$ cat src/pkg/srsd_pkg.sv
// Package of constants and types for the reset and sense decode block
package srsd_pkg;
  // Register byte offsets
  localparam logic [7:0] OFS_CTRL = 8'h00;
  localparam logic [7:0] OFS_RESET_CMD = 8'h04;
  localparam logic [7:0] OFS_ISR = 8'h08;
  localparam logic [7:0] OFS_SENSE0 = 8'h0C;
  localparam logic [7:0] OFS_SENSE1 = 8'h10;
  localparam logic [7:0] OFS_DECODE = 8'h14;
  localparam logic [7:0] OFS_INFO = 8'h18;
  localparam logic [7:0] OFS_DEVDEP = 8'h1C;
  localparam logic [7:0] OFS_IRQ_STATUS = 8'h20;
  localparam logic [7:0] OFS_IRQ_ENABLE = 8'h24;
  localparam logic [7:0] OFS_IRQ_CLEAR = 8'h28;
  // Sense byte field positions and values, and the global reset target
  localparam int BIT_VALID = 7;
  localparam int CLASS_HI = 6;
  localparam int CLASS_LO = 4;
  localparam int BIT_FILEMARK = 7;
  localparam int BIT_EOM = 6;
  localparam int BIT_ILI = 5;
  localparam logic [2:0] CLASS_BASIC = 3'h0;
  localparam logic [2:0] CLASS_EXT = 3'h7;
  localparam logic [3:0] CODE_STD = 4'h0;
  localparam logic [3:0] CODE_DEVDEP = 4'hF;
  localparam logic [3:0] DEV_GLOBAL = 4'hF;
  // Interrupt status codes
  localparam logic [7:0] ISR_IMM_DONE = 8'h0A;
  localparam logic [7:0] ISR_DIAG_FAIL = 8'h7F;
  localparam logic [7:0] ISR_RESET_VAL = 8'h00;
  // Bus reset hold time and device reset message length
  localparam int CLK_MHZ = 40;
  localparam int BUS_RST_US = 25;
  localparam int BUS_RST_CYC = BUS_RST_US * CLK_MHZ;
  localparam int MSG_CYC = 4;
  // Interrupt bit positions
  localparam int IRQ_RESET_DONE = 0;
  localparam int IRQ_SENSE_DONE = 1;
  localparam int IRQ_W = 2;
  typedef enum logic [3:0] {
    SRSD_IDLE = 4'b0001,
    SRSD_MSG = 4'b0010,
    SRSD_BUSRST = 4'b0100,
    SRSD_DONE = 4'b1000
  } srsd_state_t;
  typedef enum logic [1:0] {
    SRSD_FMT_BASIC = 2'h0,
    SRSD_FMT_EXT = 2'h1,
    SRSD_FMT_DEVDEP = 2'h2
  } srsd_fmt_t;
  typedef enum logic [1:0] {
    SRSD_CODE_STANDARD = 2'h0,
    SRSD_CODE_RESERVED = 2'h1,
    SRSD_CODE_DEVICE = 2'h2
  } srsd_code_t;
endpackage

$ cat src/hdl/srsd_sense_mem.sv
// Small memory holding the incoming sense bytes, registered read data
`timescale 1ns/1ps
module srsd_sense_mem #(
  parameter int DEPTH = 16,
  parameter int AW = 4
) (
  input wire logic aclk,
  input wire logic wr_en,
  input wire logic [AW-1:0] wr_addr,
  input wire logic [7:0] wr_data,
  input wire logic [AW-1:0] rd_addr,
  output logic [7:0] rd_data
);
  logic [7:0] mem [DEPTH];

  always_ff @(posedge aclk) begin
    if (wr_en) begin
      mem[wr_addr] <= wr_data;
    end
  end

  always_ff @(posedge aclk) begin
    rd_data <= mem[rd_addr];
  end
endmodule

$ cat src/hdl/srsd_top.sv
// Sense data decoder and immediate reset command executor with AXI4-Lite registers
//
// Implementation choices: register access over AXI4-Lite and the address map.
`timescale 1ns/1ps
module srsd_top #(
  parameter int BUS_RST_CYCLES = srsd_pkg::BUS_RST_CYC,
  parameter int SENSE_DEPTH = 16
) (
  input wire logic aclk,
  input wire logic aresetn,
  input wire logic [7:0] s_axi_awaddr,
  input wire logic s_axi_awvalid,
  output logic s_axi_awready,
  input wire logic [31:0] s_axi_wdata,
  input wire logic [3:0] s_axi_wstrb,
  input wire logic s_axi_wvalid,
  output logic s_axi_wready,
  output logic [1:0] s_axi_bresp,
  output logic s_axi_bvalid,
  input wire logic s_axi_bready,
  input wire logic [7:0] s_axi_araddr,
  input wire logic s_axi_arvalid,
  output logic s_axi_arready,
  output logic [31:0] s_axi_rdata,
  output logic [1:0] s_axi_rresp,
  output logic s_axi_rvalid,
  input wire logic s_axi_rready,
  input wire logic sense_valid,
  input wire logic [7:0] sense_byte,
  input wire logic sense_last,
  input wire logic diag_fail,
  output logic bus_reset,
  output logic bdr_msg,
  output logic [3:0] bdr_target,
  output logic activity_halt,
  output logic irq
);
  localparam int SAW = $clog2(SENSE_DEPTH);

  localparam int IRQ_W_L = srsd_pkg::IRQ_W;

  srsd_pkg::srsd_state_t state;
  srsd_pkg::srsd_state_t next_state;
  logic [31:0] cnt;
  logic [3:0] target;
  logic [7:0] isr;
  logic [IRQ_W_L-1:0] irq_status;
  logic [IRQ_W_L-1:0] irq_enable;
  logic diag_q1;
  logic diag_q2;
  logic [SAW-1:0] sense_ptr;
  logic [SAW-1:0] rd_idx;
  logic [7:0] mem_q;
  logic [7:0] sb0;
  logic [7:0] sb1;
  logic [7:0] sb2;
  logic [7:0] sb3;
  logic [31:0] info;
  logic [7:0] sense_count;
  logic sense_done_ev;
  logic reset_done_ev;
  logic reset_start;
  logic aw_held;
  logic w_held;
  logic [7:0] aw_addr;
  logic [31:0] w_data;
  logic [3:0] w_strb;
  logic do_write;
  logic sense_in_q1;
  logic sense_in_q2;

  // Class decoding is used by both the decode register and the info gate
  function automatic srsd_pkg::srsd_fmt_t fmt_of(input logic [7:0] b0);
    if (b0[srsd_pkg::CLASS_HI:srsd_pkg::CLASS_LO] == srsd_pkg::CLASS_BASIC) begin
      fmt_of = srsd_pkg::SRSD_FMT_BASIC;
    end else if (b0[srsd_pkg::CLASS_HI:srsd_pkg::CLASS_LO] == srsd_pkg::CLASS_EXT) begin
      fmt_of = srsd_pkg::SRSD_FMT_EXT;
    end else begin
      fmt_of = srsd_pkg::SRSD_FMT_DEVDEP;
    end
  endfunction

  function automatic srsd_pkg::srsd_code_t code_of(input logic [3:0] c);
    if (c == srsd_pkg::CODE_STD) begin
      code_of = srsd_pkg::SRSD_CODE_STANDARD;
    end else if (c == srsd_pkg::CODE_DEVDEP) begin
      code_of = srsd_pkg::SRSD_CODE_DEVICE;
    end else begin
      code_of = srsd_pkg::SRSD_CODE_RESERVED;
    end
  endfunction

  // AXI4-Lite write channel: address and data taken in either order
  assign do_write = aw_held && w_held && !s_axi_bvalid;

  always_ff @(posedge aclk) begin
    if (!aresetn) begin
      aw_held <= 1'b0;
      w_held <= 1'b0;
      aw_addr <= 8'h00;
      w_data <= 32'h0000_0000;
      w_strb <= 4'h0;
      s_axi_awready <= 1'b0;
      s_axi_wready <= 1'b0;
      s_axi_bvalid <= 1'b0;
      s_axi_bresp <= 2'b00;
    end else begin
      s_axi_awready <= !aw_held && !s_axi_awready && !s_axi_bvalid;
      s_axi_wready <= !w_held && !s_axi_wready && !s_axi_bvalid;
      if (s_axi_awvalid && s_axi_awready) begin
        aw_held <= 1'b1;
        aw_addr <= s_axi_awaddr;
        s_axi_awready <= 1'b0;
      end
      if (s_axi_wvalid && s_axi_wready) begin
        w_held <= 1'b1;
        w_data <= s_axi_wdata;
        w_strb <= s_axi_wstrb;
        s_axi_wready <= 1'b0;
      end
      if (do_write) begin
        aw_held <= 1'b0;
        w_held <= 1'b0;
        s_axi_bvalid <= 1'b1;
        s_axi_bresp <= (aw_addr <= srsd_pkg::OFS_IRQ_CLEAR && aw_addr[1:0] == 2'b00)
                       ? 2'b00 : 2'b10;
      end else if (s_axi_bvalid && s_axi_bready) begin
        s_axi_bvalid <= 1'b0;
      end
    end
  end

  // Reset command launch: a write to the reset register with the low byte lane
  assign reset_start = do_write && aw_addr == srsd_pkg::OFS_RESET_CMD && w_strb[0]
                       && state == srsd_pkg::SRSD_IDLE;

  // Irq enable register
  always_ff @(posedge aclk) begin
    if (!aresetn) begin
      irq_enable <= '0;
    end else if (do_write && aw_addr == srsd_pkg::OFS_IRQ_ENABLE && w_strb[0]) begin
      irq_enable <= w_data[IRQ_W_L-1:0];
    end
  end

  // Reset command sequencer
  always_comb begin
    next_state = state;
    unique case (state)
      srsd_pkg::SRSD_IDLE: begin
        if (reset_start) begin
          next_state = (w_data[3:0] == srsd_pkg::DEV_GLOBAL)
                       ? srsd_pkg::SRSD_BUSRST : srsd_pkg::SRSD_MSG;
        end
      end
      srsd_pkg::SRSD_MSG: begin
        if (cnt == 32'(srsd_pkg::MSG_CYC - 1)) begin
          next_state = srsd_pkg::SRSD_DONE;
        end
      end
      srsd_pkg::SRSD_BUSRST: begin
        if (cnt == 32'(BUS_RST_CYCLES - 1)) begin
          next_state = srsd_pkg::SRSD_DONE;
        end
      end
      srsd_pkg::SRSD_DONE: begin
        next_state = srsd_pkg::SRSD_IDLE;
      end
      default: begin
        next_state = srsd_pkg::SRSD_IDLE;
      end
    endcase
  end

  always_ff @(posedge aclk) begin
    if (!aresetn) begin
      state <= srsd_pkg::SRSD_IDLE;
      cnt <= 32'h0000_0000;
      target <= 4'h0;
    end else begin
      state <= next_state;
      cnt <= (next_state != state) ? 32'h0000_0000 : cnt + 32'h0000_0001;
      if (reset_start) begin
        target <= w_data[3:0];
      end
    end
  end

  // Link-facing outputs
  always_ff @(posedge aclk) begin
    if (!aresetn) begin
      bus_reset <= 1'b0;
      activity_halt <= 1'b0;
      bdr_msg <= 1'b0;
      bdr_target <= 4'h0;
    end else begin
      bus_reset <= next_state == srsd_pkg::SRSD_BUSRST;
      activity_halt <= next_state == srsd_pkg::SRSD_BUSRST;
      bdr_msg <= next_state == srsd_pkg::SRSD_MSG;
      if (reset_start) begin
        bdr_target <= w_data[3:0];
      end
    end
  end

  assign reset_done_ev = state == srsd_pkg::SRSD_DONE;

  // Interrupt status register; diagnostic failure overrides completion
  always_ff @(posedge aclk) begin
    if (!aresetn) begin
      isr <= srsd_pkg::ISR_RESET_VAL;
    end else if (diag_q2) begin
      isr <= srsd_pkg::ISR_DIAG_FAIL;
    end else if (reset_done_ev) begin
      isr <= srsd_pkg::ISR_IMM_DONE;
    end
  end

  // Diagnostic flag comes from another domain, so two flops before use
  always_ff @(posedge aclk) begin
    if (!aresetn) begin
      diag_q1 <= 1'b0;
      diag_q2 <= 1'b0;
    end else begin
      diag_q1 <= diag_fail;
      diag_q2 <= diag_q1;
    end
  end

  // Sense byte capture; bytes arrive from the target-side logic on aclk
  always_ff @(posedge aclk) begin
    if (!aresetn) begin
      sense_ptr <= '0;
      sense_count <= 8'h00;
      sb0 <= 8'h00;
      sb1 <= 8'h00;
      sb2 <= 8'h00;
      sb3 <= 8'h00;
      info <= 32'h0000_0000;
    end else if (sense_valid) begin
      sense_ptr <= sense_last ? '0 : sense_ptr + 1'b1;
      sense_count <= sense_last ? 8'(sense_ptr) + 8'h01 : sense_count;
      unique case (sense_ptr)
        SAW'(0): sb0 <= sense_byte;
        SAW'(1): sb1 <= sense_byte;
        SAW'(2): sb2 <= sense_byte;
        SAW'(3): sb3 <= sense_byte;
        default: sb0 <= sb0;
      endcase
      if (sense_ptr >= SAW'(3) && sense_ptr <= SAW'(6)) begin
        info <= {info[23:0], sense_byte};
      end
    end
  end

  // Completion of a whole sense block raises an event
  assign sense_done_ev = sense_valid && sense_last;

  // Sticky status: set wins over clear in the same cycle
  always_ff @(posedge aclk) begin
    if (!aresetn) begin
      irq_status <= '0;
    end else begin
      logic [IRQ_W_L-1:0] clr;
      logic [IRQ_W_L-1:0] set;
      clr = (do_write && aw_addr == srsd_pkg::OFS_IRQ_CLEAR && w_strb[0])
            ? w_data[IRQ_W_L-1:0] : '0;
      set = '0;
      set[srsd_pkg::IRQ_RESET_DONE] = reset_done_ev || diag_q2;
      set[srsd_pkg::IRQ_SENSE_DONE] = sense_done_ev;
      irq_status <= (irq_status & ~clr) | set;
    end
  end

  always_ff @(posedge aclk) begin
    if (!aresetn) begin
      irq <= 1'b0;
    end else begin
      irq <= |(irq_status & irq_enable);
    end
  end

  // Raw sense bytes readable by index
  srsd_sense_mem #(
    .DEPTH(SENSE_DEPTH),
    .AW(SAW)
  ) u_mem (
    .aclk(aclk),
    .wr_en(sense_valid),
    .wr_addr(sense_ptr),
    .wr_data(sense_byte),
    .rd_addr(rd_idx),
    .rd_data(mem_q)
  );

  always_ff @(posedge aclk) begin
    if (!aresetn) begin
      rd_idx <= '0;
    end else if (do_write && aw_addr == srsd_pkg::OFS_CTRL && w_strb[0]) begin
      rd_idx <= w_data[SAW-1:0];
    end
  end

  // Decoded view of the sense block
  function automatic logic [31:0] decode_word(input logic [7:0] b0, input logic [7:0] b2);
    srsd_pkg::srsd_fmt_t f;
    f = fmt_of(b0);
    decode_word = 32'h0000_0000;
    decode_word[1:0] = f;
    if (f == srsd_pkg::SRSD_FMT_BASIC) begin
      decode_word[2] = b0[srsd_pkg::BIT_VALID];
    end else if (f == srsd_pkg::SRSD_FMT_EXT) begin
      decode_word[3] = b0[srsd_pkg::BIT_VALID];
      decode_word[5:4] = code_of(b0[3:0]);
      decode_word[6] = b2[srsd_pkg::BIT_FILEMARK];
      decode_word[7] = b2[srsd_pkg::BIT_EOM];
      decode_word[8] = b2[srsd_pkg::BIT_ILI];
      decode_word[15:12] = b2[3:0];
    end
  endfunction

  // AXI4-Lite read channel, one cycle after address taken
  always_ff @(posedge aclk) begin
    if (!aresetn) begin
      s_axi_arready <= 1'b0;
      s_axi_rvalid <= 1'b0;
      s_axi_rdata <= 32'h0000_0000;
      s_axi_rresp <= 2'b00;
    end else begin
      s_axi_arready <= !s_axi_arready && !s_axi_rvalid && !s_axi_arvalid ? 1'b0
                       : (!s_axi_arready && !s_axi_rvalid);
      if (s_axi_arvalid && s_axi_arready) begin
        s_axi_arready <= 1'b0;
        s_axi_rvalid <= 1'b1;
        s_axi_rresp <= 2'b00;
        unique case (s_axi_araddr)
          srsd_pkg::OFS_CTRL: s_axi_rdata <= 32'(rd_idx);
          srsd_pkg::OFS_RESET_CMD: s_axi_rdata <= {24'h00_0000, state, target};
          srsd_pkg::OFS_ISR: s_axi_rdata <= {24'h00_0000, isr};
          srsd_pkg::OFS_SENSE0: s_axi_rdata <= {sb3, sb2, sb1, sb0};
          srsd_pkg::OFS_SENSE1: s_axi_rdata <= {24'h00_0000, sense_count};
          srsd_pkg::OFS_DECODE: s_axi_rdata <= decode_word(sb0, sb2);
          srsd_pkg::OFS_INFO: s_axi_rdata <= (fmt_of(sb0) == srsd_pkg::SRSD_FMT_EXT
                                              && sb0[srsd_pkg::BIT_VALID]) ? info
                                             : 32'h0000_0000;
          srsd_pkg::OFS_DEVDEP: s_axi_rdata <= {24'h00_0000, mem_q};
          srsd_pkg::OFS_IRQ_STATUS: s_axi_rdata <= 32'(irq_status);
          srsd_pkg::OFS_IRQ_ENABLE: s_axi_rdata <= 32'(irq_enable);
          srsd_pkg::OFS_IRQ_CLEAR: s_axi_rdata <= 32'h0000_0000;
          default: begin
            s_axi_rdata <= 32'h0000_0000;
            s_axi_rresp <= 2'b10;
          end
        endcase
      end else if (s_axi_rvalid && s_axi_rready) begin
        s_axi_rvalid <= 1'b0;
      end
    end
  end
endmodule

$ cat config.mk
export PLATFORM = sky130hd
export DESIGN_NAME = srsd_top
export DESIGN_NICKNAME = d
export VERILOG_FILES = /design/src/pkg/srsd_pkg.sv /design/src/hdl/srsd_sense_mem.sv /design/src/hdl/srsd_top.sv
export SDC_FILE = /design/constraint.sdc
export NUM_CORES = 1
export LEC_CHECK = 0
export ABC_AREA = 0
export BUFFER_PORTS_ARGS = -buffer_cell sky130_fd_sc_hd__buf_2
export CORE_MARGIN = 1.5
export CORE_UTILIZATION = 58
export DETAILED_ROUTE_END_ITERATION = 8
export PLACE_DENSITY = 0.82
export SLEW_MARGIN = 40
export SYNTH_ARGS = -nofsm -noshare
export SYNTH_HDL_FRONTEND = slang
export SYNTH_HIERARCHICAL = 1
export SYNTH_SLANG_ARGS = --single-unit
export TNS_END_PERCENT = 100
$ cat constraint.sdc
create_clock -name aclk -period 3 [get_ports aclk]
set_input_delay 0.15 -clock aclk [delete_from_list [all_inputs] [get_ports aclk]]
set_output_delay 0.15 -clock aclk [all_outputs]
set_load 0.1 [all_outputs]
## Word level (Yosys, flattened, before mapping)

Memory sizes are Yosys's and may differ from the RTL's. A register that Yosys moved wholly into a read port is not among the register bits.
Cells that the tools add are included.
W data, S select, Z words.

| word-level totals | value |
|---|---|
| bits in registers | 192 |
| RAM bits | 128 |
| input bits | 70 |
| output and inout bits | 49 |
| word-level logic and storage cells | 166 |
| memories kept | 1 |

Memories:

| memory | depth | width | rd ports | clocked after memory_dff | write ports | line | text |
|---|---|---|---|---|---|---|---|
| u_mem.mem | 16 | 8 | 1 | 1 | 1 | srsd_sense_mem.sv:14 | `logic [7:0] mem [DEPTH];` |

| cells by class | value |
|---|---|
| add/sub/neg operators | 3 |
| order comparisons | 3 |
| equal/unequal tests | 30 |
| mux-type cells | 34 |
| bitwise logic cells | 5 |
| reductions and logical operators | 58 |

Operators with widths:

| operator | number |
|---|---|
| $pmux W32 S10 | 1 |
| $eq A8 B6 Y1 const B | 5 |
| $add A32 B1 Y32 const B | 1 |
| $eq A32 B10 Y1 const B | 1 |
| $eq A32 B2 Y1 const B | 1 |
| $eq A8 B5 Y1 const B | 4 |
| $mux W32 | 1 |
| $logic_and A1 B1 Y1 | 26 |
| $mux W2 | 13 |
| $mux W4 | 6 |
| $eq A4 B2 Y1 const B | 4 |
| $eq A8 B3 Y1 const B | 2 |
| $eq A8 B4 Y1 const B | 2 |
| $logic_not A8 Y1 | 2 |
| $mux W7 | 2 |
| $eq A4 B4 Y1 const B | 3 |
| $mux W6 | 2 |
| $pmux W4 S3 | 1 |
| $reduce_and A2 Y1 | 6 |
| $reduce_or A11 Y1 | 1 |
| $reduce_or A2 Y1 | 5 |
| $eq A4 B1 Y1 const B | 2 |
| $eq A4 B3 Y1 const B | 2 |
| $le A8 B6 Y1 const B | 1 |
| 20 further kinds | 39 |

## Depth between registers and ports, before layout

Gate-level depths: netlist (run 1).

| depth | value |
|---|---|
| depth in word-level cells | 10 |
| depth in mapped cells | 7 |
| mapped depth without buffers | 6 |

## By module

Netlist (run 1), hierarchy kept.

By module, submodules not included:

| module | times used | cells each | area an instance (um^2) | sequential area each (um^2) |
|---|---|---|---|---|
| srsd_top | 1 | 975 | 7957.6 | 3643.5 |
| srsd_sense_mem | 1 | 229 | 5147.4 | 4003.8 |

## Least setup slack after synthesis (run 1)

Ideal clock, no wire load.

| timing path | value |
|---|---|
| path type | register to register |
| start | register s_axi_bvalid |
| end | register cnt[0] |
| library setup time | 0.078 ns |
| arrival time | 2.299 ns |
| required time | 2.922 ns |
| setup slack | 0.623 ns |
| stages on the path, launching flop included | 8 |
| buffers on the path | 2 |
| period minus slack after synthesis | 2.377 ns |
| cell sequence | dfxtp_1 nand3b_1 nor3_2 and2_1 buf_2 a311o_2 buf_4 nor3_1 |

| between the ends | value |
|---|---|
| word-level cells in the longest chain between the ends | 9 |

RTL lines:

| what | line | text |
|---|---|---|
| start, declared | srsd_top.sv:19 | `output logic s_axi_bvalid,` |
| start signal, assigned | srsd_top.sv:105 | `s_axi_bvalid <= 1'b0;` |
| start signal, assigned | srsd_top.sv:124 | `s_axi_bvalid <= 1'b1;` |
| start signal, assigned | srsd_top.sv:128 | `s_axi_bvalid <= 1'b0;` |
| $logic_not A1 Y1 | srsd_top.sv:94 | `assign do_write = aw_held && w_held && !s_axi_bvalid;` |
| $logic_and A1 B1 Y1 | srsd_top.sv:94 |  |
| $logic_and A1 B1 Y1 (2 in series) | srsd_top.sv:134 | `assign reset_start = do_write && aw_addr == srsd_pkg::OFS_RESET_CMD && w_strb[0]` |
| $logic_and A1 B1 Y1 | srsd_top.sv:135 | `&& state == srsd_pkg::SRSD_IDLE;` |
| $mux W4 | srsd_top.sv:151 | `if (reset_start) begin` |
| $pmux W4 S3 | srsd_top.sv:149 | `unique case (state)` |
| $ne A4 B4 Y1 | srsd_top.sv:182 | `cnt <= (next_state != state) ? 32'h0000_0000 : cnt + 32'h0000_0001;` |
| $reduce_or A2 Y1 (no source line) | -- |  |
| end signal, assigned | srsd_top.sv:182 |  |
| end, declared | srsd_top.sv:44 | `logic [31:0] cnt;` |

No other way between the ends.
A chain may end at the register's enable or synchronous reset.

## Worst setup path after layout (run 1)

| timing path | value |
|---|---|
| start | register aw_addr[7] |
| end | register cnt[1] |

| between the ends | value |
|---|---|
| word-level cells in the longest chain between the ends | 8 |

RTL lines:

| what | line | text |
|---|---|---|
| start, declared | srsd_top.sv:65 | `logic [7:0] aw_addr;` |
| start signal, assigned | srsd_top.sv:112 | `aw_addr <= s_axi_awaddr;` |
| $eq A8 B3 Y1 | srsd_top.sv:134 |  |
| $logic_and A1 B1 Y1 (2 in series) | srsd_top.sv:134 |  |
| $logic_and A1 B1 Y1 | srsd_top.sv:135 |  |
| $mux W4 | srsd_top.sv:151 |  |
| $pmux W4 S3 | srsd_top.sv:149 |  |
| $ne A4 B4 Y1 | srsd_top.sv:182 |  |
| $reduce_or A2 Y1 (no source line) | -- |  |

No other way between the ends.

==> metrics.cfg, run 1 <==
[run_status]
status = finished, final reports clean

[worst_hold_path]
hold_path.class = input port to flop
min_from = s_axi_araddr[4]

[route]
drtAntennaViolNets = 0
dr.first_iter.drc_count = 826
dr.pass1.iters = 8
vias_per_cell = 6.100
vias = 9779
avgRoutedWirePerCell_microns = 19.70
wl_mm = 31.59
drc = 0

[power_and_ir_drop]
pwr-share-comb_pct = 4.4
internal_power_uw = 6866
power.leakage_uw = 0.005118
pwr-share-clk_pct = 43.1
vdd.ir_drop.worst_uv = 576.5
cellPowerDensity_nw_per_um2 = 584.4
power.switching_uw = 1907
swShare_pct = 21.74
sequentialPowerShare_pct = 52.5

[sta]
finalMaxSlewViolations = 0
final.min_clock_period_ps = 2448
fmax_mhz = 408.5
fin_setup_tns_ps = 0
grt_setup_unrepaired = false
worst_slew_pin_slew_ps = 804.4
hold_slack_ps = 25.85
relSlewSlack_pct = 46.17
finalCritPeriodShare_pct = 81.59
final-hold-violation-count = 0
skew_ps = 24.90
setup-violations-final = 0

[setup_path]
worst_setup_path_end_kind = flop
crit_arrival_ps = 2860
crit_path_max_incr_delay_ps = 620
critPathSlowestCell = or4_1
cp-startpoint = aw_addr[7]
crit_chain = or4_1 > nor3_2 > and2_1 > a311o_2 > nor3b_1
cp_max_fo = 32
cp-start-kind = flop
reg2reg_from = aw_addr[7]
crit_type = flop to flop
cp.required_ps = 3420

[place]
gp_congestion = 0.8868
port_buffers = 85
place_hpwl_mm = 19.85
dp.cells = 1512

[finish]
n_antenna_cell = 0
drive_above_1_share_pct = 14.66
stdcell_count = 1603
final_cell_mix = 239 x nand2_1, 189 x dfxtp_1, 128 x edfxtp_1
area_growth_pct = 14.56
nets = 1375
final_core_util_pct = 68.16
layout_commonest_cell = nand2_1

[clocking]
clockBufferDepth = 3
insertion_delay_ps = 560
ctsResizeCount = 0
cts_tree = yes
cts_setup_buffers = 0
cts_buffers = 30
ctsHoldBuffers = 35
htree_levels = 1
cts_sinks = 318
clock-root-buffer = clkbuf_16
path_clk_slew_ps = 70

[yosys]
ys_seq_area_share_pct = 58.35
yosysWarningCount = 6
synth_cell_types = 70
netlist_instances = 1204
netlist_area_sq_um = 13110
synth-seq-cells = 318
async_reset_ff_share_pct = 0
synthFlopType = dfxtp_1
synth_area_per_cell_sq_um = 10.88
synth_edf_count = 128

[global_routing]
grt_pass1_vias = 9744
overflow = 0
grt_max_degree = 68
grt_pass1_wl_mm = 50.96
grt_usage_pct = 27.12
antenna_found_initial = 0

[floorplan]
io_pins = 119
start_util_pct = 59.50
dieWidth_microns = 153.3
dieArea_sq_um = 23510
core_sq_um = 22030
row_count = 54
fp.dieH_microns = 153.3

[flow_run]
cap_violations = 0

through the flow:
stage	worst slack, ps	area [sq um]	total power (uW)
after CTS	594.0	15010	8797
after global placement	674.9	13660	5024
final	552.3	15010	8773
after detailed placement	602.9	13660	5036
after floorplan	623.0	13110	4897
after global routing	423.6	15010	9005
power by group through the flow:
stage	Sequential, uW	Combinational [uW]	Clock, uW
finish	4610	386	3780
detailed placement	4700	340	0
floorplan	4710	185	0
global placement	4690	331	0
global route	4610	414	3980
CTS	4600	376	3820
critical path: cells and delay by family, from the launching register on:
kind            cells  cell delay, ps
flops               1             320
simple gates        4            1400
compound gates      1             580
logic make-up after synthesis:
kind of cell	count (synthesis)	share of synthesized area, %
AND/OR/NAND/NOR	499	18.32
buffers and inverters	84	3.160
multiplexers	45	7.208
adder cells (fa/ha/maj)	6	0.5728
XOR/XNOR	34	2.272
flip-flops	318	58.35
other	1	0.02861
AO/OA/AOI/OAI	217	10.08
synth_stat cells (3+ instances only):
master,number,area share (%)
mux4_2,21,3.6
and3_1,10,0.48
o21ai_0,29,1.1
nor4b_2,3,0.34
nor3_1,17,0.65
a222oi_1,4,0.31
edfxtp_1,128,29
clkdlybuf4s25_2,3,0.23
clkbuf_1,43,1.2
buf_2,13,0.50
inv_1,10,0.29
nand2_1,239,6.8
a31oi_1,3,0.14
a22oi_1,42,2.4
a21oi_1,109,4.2
ha_1,6,0.57
dfxtp_1,190,29
xnor2_1,18,1.2
mux4_1,14,2.8
nand4b_1,3,0.20
buf_6,4,0.34
and2_1,32,1.5
mux2i_1,7,0.53
and4_1,8,0.53
xor2_1,16,1.1
nor4_1,14,0.67
a22o_1,6,0.40
nand4_1,14,0.67
buf_4,8,0.46
a221oi_1,6,0.40
nand3b_1,7,0.40
nor3b_1,3,0.17
a211oi_1,4,0.23
mux2_2,3,0.26
nand2b_1,5,0.24
nand3_1,37,1.4
nor2b_1,4,0.19
nor2_1,81,2.3
path summary, 6_finish.rpt:
check / to / slack [ps] / cells past startpoint
worst min-delay path: s_axi_rdata[6] / 30 / 4
worst min register to register: diag_q2 / 440 / 1
worst max register to register: cnt[1] / 550 / 5
worst max-delay path: cnt[1] / 550 / 5
layout make-up:
type / instances / area [sq um]
clock buffer: 43 / 872.1
clock inverter: 13 / 126.4
fill: 1546 / 7013
inverter: 10 / 38.79
multi-input combinational: 803 / 5056
sequential: 318 / 7649
tap: 280 / 350.3
timing repair buffer: 136 / 920.9
sequential cells by signal, summed over array words and instances (netlist names), 2 cells and up:
name           flops
u_mem/mem        128
cnt               32
info              32
s_axi_rdata       32
aw_addr            8
sb0                8
sb1                8
sb2                8
sb3                8
u_mem/rd_data      8
sense_count        5
bdr_target         4
rd_idx             4
sense_ptr          4
state              4
w_data             4
irq_enable         2
irq_status         2
isr                2
routing by layer:
layer | global-route usage (%) | up-vias | wire length, microns
met1 | 35.41 | 4718 | 12740
met5 | 0 | - | 0
met2 | 45.93 | 443 | 15480
li1 | - | 4541 | -
met4 | 9.197 | 0 | 962
met3 | 4.707 | 77 | 2405
Note: power is estimated with default switching activity, not from simulation.
==> run 2, diff against run 1 <==
==> constraint.sdc (replaced) <==
create_clock -name aclk -period 2.35 [get_ports aclk]
set_input_delay 0.1175 -clock aclk [delete_from_list [all_inputs] [get_ports aclk]]
set_output_delay 0.1175 -clock aclk [all_outputs]
set_load 0.1 [all_outputs]
==> metrics.cfg, run 2 (synthesized netlist as in run 1, its figures left out) <==
[run_status]
status = finished, final reports clean  ; unchanged

[setup_path]
rr_worst_depth = 6  ; was 5
cp-start-kind = flop  ; unchanged
crit_chain = or4_1 > nor3_2 > and2_1 > a311o_2 > buf_12 > nor3b_1  ; was or4_1 > nor3_2 > and2_1 > a311o_2 > nor3b_1
critPathSlowestCell = or4_1  ; unchanged
crit_type = flop to flop  ; unchanged
crit_path_max_incr_delay_ps = 650  ; was 620 ps
critPathTopFamily = simple AND/OR/NAND/NOR gates  ; unchanged
reg2reg_from = aw_addr[7]  ; unchanged
crit_arrival_ps = 2510  ; was 2860 ps
cp_max_fo = 24  ; was 32
crit_buf_inv = 1  ; was 0
reg2reg_slack_ps = 280  ; was 550 ps
rr_endpoint = cnt[1]  ; unchanged
cp.required_ps = 2790  ; was 3420 ps
worst_setup_path_end_kind = flop  ; unchanged

[route]
vias_per_cell = 6.067  ; was 6.100
dr.pass1.iters = 5  ; was 8
wl_mm = 31.54  ; was 31.59 mm
drtAntennaViolNets = 0  ; unchanged
dr.first_iter.drc_count = 893  ; was 826
vias = 9828  ; was 9779
avgRoutedWirePerCell_microns = 19.47  ; was 19.70 microns
drc = 0  ; unchanged

[sta]
final-hold-violation-count = 0  ; unchanged
skew_ps = 17.02  ; was 24.90 ps
fin_setup_tns_ps = 0  ; unchanged
relSlewSlack_pct = 51.87  ; was 46.17%
grt_setup_unrepaired = false  ; unchanged
final.min_clock_period_ps = 2068  ; was 2448 ps
setup-violations-final = 0  ; unchanged
worst_slew_pin_slew_ps = 719.3  ; was 804.4 ps
fmax_mhz = 483.6  ; was 408.5 MHz
finalCritPeriodShare_pct = 87.99  ; was 81.59%
finalMaxSlewViolations = 0  ; unchanged

[finish]
drive_above_1_share_pct = 16.27  ; was 14.66%
n_antenna_cell = 0  ; unchanged
layout_commonest_cell = nand2_1  ; unchanged
nets = 1392  ; was 1375
final_cell_mix = 239 x nand2_1, 188 x dfxtp_1, 128 x edfxtp_1  ; was 239 x nand2_1, 189 x dfxtp_1, 128 x edfxtp_1
area_growth_pct = 15.94  ; was 14.56%
final_area_sq_um = 15190  ; was 15010 sq um
largest_register_ff_count = 128  ; unchanged
top_register = u_mem/mem  ; unchanged

[power_and_ir_drop]
vdd.ir_drop.worst_uv = 634.5  ; was 576.5 uV
power.leakage_uw = 0.005224  ; was 0.005118 uW
sequentialPowerShare_pct = 51.7  ; was 52.5%
cellPowerDensity_nw_per_um2 = 749.0  ; was 584.4 nW/um^2
pwr-share-clk_pct = 44.0  ; was 43.1%
pwr-share-comb_pct = 4.3  ; was 4.4%
internal_power_uw = 8859  ; was 6866 uW
power.switching_uw = 2521  ; was 1907 uW
swShare_pct = 22.15  ; was 21.74%

[place]
place_area_sq_um = 13820  ; was 13660 sq um
gp_congestion = 0.8987  ; was 0.8868
port_buffers = 85  ; unchanged
place_hpwl_mm = 20.06  ; was 19.85 mm

[worst_hold_path]
holdPathEnd = sb2[6]  ; was s_axi_rdata[6]
min_from = sense_byte[6]  ; was s_axi_araddr[4]
hold_path.class = input port to flop  ; unchanged
hold_depth = 3  ; was 4

[global_routing]
grt_pass1_vias = 9718  ; was 9744
grt_pass1_wl_mm = 50.93  ; was 50.96 mm
grt_usage_pct = 27.23  ; was 27.12%
antenna_found_initial = 0  ; unchanged
grt_max_degree = 60  ; was 68
overflow = 0  ; unchanged

[floorplan]
io_pins = 119  ; unchanged
fp.dieH_microns = 153.3  ; unchanged
core_sq_um = 22030  ; unchanged
dieWidth_microns = 153.3  ; unchanged
row_count = 54  ; unchanged
dieArea_sq_um = 23510  ; unchanged
start_util_pct = 59.50  ; unchanged

[clocking]
clock-root-buffer = clkbuf_16  ; unchanged
ctsResizeCount = 0  ; unchanged
insertion_delay_ps = 570  ; was 560 ps
cts_buffers = 30  ; unchanged
cts_sinks = 318  ; unchanged
path_clk_slew_ps = 70  ; about the same
cts_tree = yes  ; unchanged
clockBufferDepth = 3  ; unchanged
htree_levels = 1  ; unchanged

[flow_run]
cap_violations = 0  ; unchanged

==> run 2: cell types whose count changed in the layout (fill, tap and decap cells not counted), sizes merged <==
cell / delta
dlygate4sd3: -1
clkinv: -1
bufinv: +2
clkbuf: -7
buf: +18
clkinvlp: +3
inv: +3
==> run 2: final cells by class <==
cell class / count / area, sq um
fillers: 1540 / 6832
multi-input cells: 803 / 5054
flip-flops and latches: 318 / 7650
clock buffers: 36 / 803.3
well taps: 280 / 350.3
repair buffers: 153 / 1071
clock inverters: 20 / 227.7
inverters: 10 / 38.79
==> run 2: power by group through the flow <==
stage	clock network (uW)	registers (uW)	logic (uW)
2_1_floorplan	0	6020	236
3_3_place_gp	0	5990	428
3_5_place_dp	0	6000	442
4_1_cts	5060	5870	484
5_1_grt	5280	5880	533
6_report	5010	5880	493
==> run 2: worst max path at each step <==
| stage | start | slack [ps] | cells past startpoint | end |
|---|---|---|---|---|
| floorplan | s_axi_bvalid | 300 | 7 | cnt[0] |
| global placement | aw_addr[7] | 360 | 6 | cnt[2] |
| detailed placement | aw_addr[7] | 320 | 6 | cnt[0] |
| CTS | aw_addr[7] | 300 | 6 | cnt[0] |
| global route | aw_addr[7] | 110 | 6 | cnt[1] |
| finish | aw_addr[7] | 280 | 6 | cnt[1] |
==> run 2: repair_timing <==
item,in CTS,in global routing
buffers inserted,0,0
endpoints found under the hold margin,23,0
hold buffers,34,0
setup endpoints to repair,0,0
==> run 2: worst register-to-register path: stages, from the launching register on <==
cell     delay [ps]
dfxtp_1         310
or4_1           650
nor3_2          280
and2_1          190
a311o_2         250
buf_12          200
nor3b_1          70
==> run 2: metrics by stage <==
| step | setup slack (ps) | hold WS, ps | power [uW] | instances | utilization [%] |
|---|---|---|---|---|---|
| CTS | 299.4 | 4.738 | 11420 | 1620 | 68.98 |
| global placement | 364.6 | 330.8 | 6421 | 1530 | 62.76 |
| global route | 112.1 | 28.22 | 11700 | 1620 | 68.98 |
| detailed placement | 322.8 | 333.8 | 6438 | 1530 | 62.76 |
| floorplan | 297.6 | 216.4 | 6252 | 1205 | - |
| finish | 282.3 | 13.50 | 11380 | 1620 | 68.98 |
==> run 2: layer usage <==
metal | wire length [microns] | track usage [%]
met1 | 12840 | 35.21
met2 | 15270 | 45.48
met3 | 2111 | 4.877
met4 | 1316 | 11.30
met5 | 0 | 0
==> run 3, diff against run 2 <==
--- a/config.mk
+++ b/config.mk
@@ -5,7 +5,7 @@
 export SDC_FILE = /design/constraint.sdc
 export NUM_CORES = 1
 export LEC_CHECK = 0
-export ABC_AREA = 0
+export ABC_AREA = 1
 export BUFFER_PORTS_ARGS = -buffer_cell sky130_fd_sc_hd__buf_2
 export CORE_MARGIN = 1.5
 export CORE_UTILIZATION = 58
==> metrics.cfg, run 3 <==
[run_status]
status = finished, final reports clean  ; unchanged

[sta]
setup-violations-final = 0  ; unchanged
final.min_clock_period_ps = 2020  ; was 2068 ps
final-hold-violation-count = 0  ; unchanged
finalCritPeriodShare_pct = 85.97  ; was 87.99%
fmax_mhz = 495.0  ; was 483.6 MHz
relSlewSlack_pct = 41.90  ; was 51.87%
fin_setup_tns_ps = 0  ; unchanged
finalMaxSlewViolations = 0  ; unchanged
hold_slack_ps = 44.26  ; was 13.50 ps
grt_setup_unrepaired = false  ; unchanged
skew_ps = 10.87  ; was 17.02 ps
worst_slew_pin_slew_ps = 868.2  ; was 719.3 ps

[yosys]
yosysTopAreaCellShare_pct = 27.48  ; was 29.33%
synth-seq-cells = 318  ; unchanged
synth_top_cells_by_count = 369 x nand2_1, 248 x inv_1, 190 x dfxtp_1, 142 x nand3_1, 133 x nor2_1  ; was 239 x nand2_1, 190 x dfxtp_1, 128 x edfxtp_1, 109 x a21oi_1, 81 x nor2_1
yosysWarningCount = 6  ; unchanged
synth_area_per_cell_sq_um = 8.273  ; was 10.88 sq um
synth_cell_types = 41  ; was 70
post-synth-top-area-cell = edfxtp_1  ; unchanged
ys_seq_area_share_pct = 54.66  ; was 58.35%
synthFlopType = dfxtp_1  ; unchanged
synth.area.top_cells = edfxtp_1 27%, dfxtp_1 27%, nand2_1 9.9%  ; was edfxtp_1 29%, dfxtp_1 29%, nand2_1 6.8%
netlist_instances = 1691  ; was 1204
yosysMostFrequentCell = nand2_1  ; unchanged
async_reset_ff_share_pct = 0  ; unchanged
synth_edf_count = 128  ; unchanged
netlist_area_sq_um = 13990  ; was 13110 sq um

[route]
dr.pass1.iters = 5  ; unchanged
vias = 11627  ; was 9828
drtAntennaViolNets = 0  ; unchanged
vias_per_cell = 5.423  ; was 6.067
dr.first_iter.drc_count = 917  ; was 893
wl_mm = 34.05  ; was 31.54 mm
drc = 0  ; unchanged
avgRoutedWirePerCell_microns = 15.88  ; was 19.47 microns

[worst_hold_path]
hold_depth = 4  ; was 3
hold_path.class = input port to flop  ; unchanged
holdPathEnd = s_axi_rresp[1]  ; was sb2[6]
min_from = s_axi_araddr[3]  ; was sense_byte[6]

[floorplan]
fp.dieH_microns = 158.3  ; was 153.3 microns
dieArea_sq_um = 25060  ; was 23510 sq um
io_pins = 119  ; unchanged
start_util_pct = 59.42  ; was 59.50%
core_sq_um = 23540  ; was 22030 sq um
dieWidth_microns = 158.3  ; was 153.3 microns
row_count = 56  ; was 54

[setup_path]
crit_arrival_ps = 2460  ; was 2510 ps
crit_type = flop to flop  ; unchanged
cp_max_fo = 55  ; was 24
crit_path_max_incr_delay_ps = 510  ; was 650 ps
reg2reg_from = sense_ptr[0]  ; was aw_addr[7]
crit_top_cell = inv_1
worst_setup_path_end_kind = flop  ; unchanged
reg2reg_slack_ps = 330  ; was 280 ps
cp.required_ps = 2790  ; about the same
rr_endpoint = info[15]  ; was cnt[1]
crit_chain = inv_1 > ha_1 > inv_1 > nand3_1 > nand2_1 > buf_12 > clkinv_1 > o21ai_0 > a21oi_1  ; was or4_1 > nor3_2 > and2_1 > a311o_2 > buf_12 > nor3b_1
cp-start-kind = flop  ; unchanged
critPathSlowestCell = dfxtp_1  ; was or4_1
rr_worst_depth = 9  ; was 6

[global_routing]
grt_pass1_vias = 10774  ; was 9718
grt_usage_pct = 27.02  ; was 27.23%
grt_pass1_wl_mm = 53.14  ; was 50.93 mm
grt_max_degree = 67  ; was 60
overflow = 0  ; unchanged
antenna_found_initial = 0  ; unchanged

[finish]
regArea_sq_um = 7649  ; was 7650 sq um
largest_register_ff_count = 128  ; unchanged
drive_above_1_share_pct = 12.22  ; was 16.27%
nFillCells = 1842  ; was 1540
n_antenna_cell = 0  ; unchanged
layout_commonest_cell = nand2_1  ; unchanged
final_core_util_pct = 68.03  ; was 68.98%
area_growth_pct = 14.48  ; was 15.94%
top_register = u_mem/mem  ; unchanged
multi_input_area_sq_um = 5009  ; was 5054 sq um
final_cell_mix = 369 x nand2_1, 248 x inv_1, 189 x dfxtp_1  ; was 239 x nand2_1, 188 x dfxtp_1, 128 x edfxtp_1
nets = 1877  ; was 1392

[power_and_ir_drop]
vdd.ir_drop.worst_uv = 638.2  ; was 634.5 uV
power.leakage_uw = 0.006517  ; was 0.005224 uW
cellPowerDensity_nw_per_um2 = 708.1  ; was 749.0 nW/um^2

[place]
port_buffers = 85  ; unchanged
gp_congestion = 0.9671  ; was 0.8987
place_hpwl_mm = 21.74  ; was 20.06 mm

[flow_run]
cap_violations = 0  ; unchanged

[clocking]
insertion_delay_ps = 560  ; was 570 ps
cts_setup_buffers = 0  ; unchanged
htree_levels = 1  ; unchanged
cts_buffers = 31  ; was 30
cts_sinks = 318  ; unchanged
clockBufferDepth = 3  ; unchanged
path_clk_slew_ps = 60  ; was 70 ps
clock-root-buffer = clkbuf_16  ; unchanged
cts_tree = yes  ; unchanged

[run 3: cell types whose count changed in the layout (fill, tap and decap cells not counted), sizes merged, moves of 14 or more]
cell / before / now
nor2: 82 / 177
inv: 12 / 257
o22ai: 1 / 17
nand3: 37 / 148
nor4: 17 / 3
a22oi: 42 / 0
nand2: 239 / 370
o21ai: 30 / 121
mux4: 35 / 0
and2: 32 / 1
[run 3: power by group]
group | internal [uW] | leakage, uW | switching [uW] | total [uW]
Sequential | 5830 | 0.00270 | 58.5 | 5890
Clock | 2810 | 0.000481 | 2070 | 4880
Combinational | 170 | 0.00334 | 402 | 572
[run 3: worst max path at each step]
stage            startpoint       end  slack, ps
6_report       sense_ptr[0]  info[15]        330
3_3_place_gp   sense_ptr[0]  info[15]        450
3_5_place_dp   sense_ptr[0]  info[15]        360
4_1_cts        sense_ptr[0]  info[15]        360
5_1_grt        sense_ptr[0]  info[15]        170
2_1_floorplan  s_axi_bvalid   cnt[11]        230
[run 3: cell type report]
class                           instances  share of cell area [%]
Clock buffer                           43                   5.445
Clock inverter                         14                  0.8281
Inverter                              258                   6.047
Multi-Input combinational cell       1049                   31.27
Sequential cell                       318                   47.76
Tap cell                              319                   2.492
Timing Repair Buffer                  143                   6.156
[run 3: per-stage QoR]
| stage | setup slack (ps) | area [sq um] | power, uW | std cells |
|---|---|---|---|---|
| 6_report | 329.8 | 16020 | 11340 | 2144 |
| 5_1_grt | 170.4 | 16020 | 11670 | 2144 |
| 4_1_cts | 355.7 | 16020 | 11390 | 2144 |
| 3_5_place_dp | 363.5 | 14710 | 6522 | 2057 |
| 3_3_place_gp | 447.3 | 14710 | 6504 | 2057 |
| 2_1_floorplan | 231.4 | 13990 | 6334 | 1692 |
[run 3: cell families (layout without fill, tap and decap cells)]
group	after synthesis	after routing	share of synthesized area, %
AND/OR/NAND/NOR	745	745	23.56
other	1	2	0.02681
XOR/XNOR	30	30	1.878
flip-flops	318	318	54.66
AO/OA/AOI/OAI	266	266	9.776
adder cells (fa/ha/maj)	6	6	0.5366
buffers and inverters	325	458	9.561
[run 3: routing by layer]
metal  GRT usage [%]  share of wire [%]  vias up
li1                -                  -     5661
met1           34.60                 40     5407
met2           46.52                 49      470
met3           4.246                7.5       89
met4           9.568                2.9        0
met5               0                  0        -
[run 3: repair_timing]
item,4_1_cts,5_1_grt
setup endpoints to repair,0,0
gates resized for setup,0,0
hold endpoints to repair,24,0
hold buffers,30,0
[run 3: critical path: cells and delay by family, from the launching register on]
kind                       cells  cell delay [ps]
buffers and inverters          4              670
DFF                            1              510
AOI/OAI and AO/OA              2              290
adders and majority gates      1              220
and+or+nand+nor                2              190
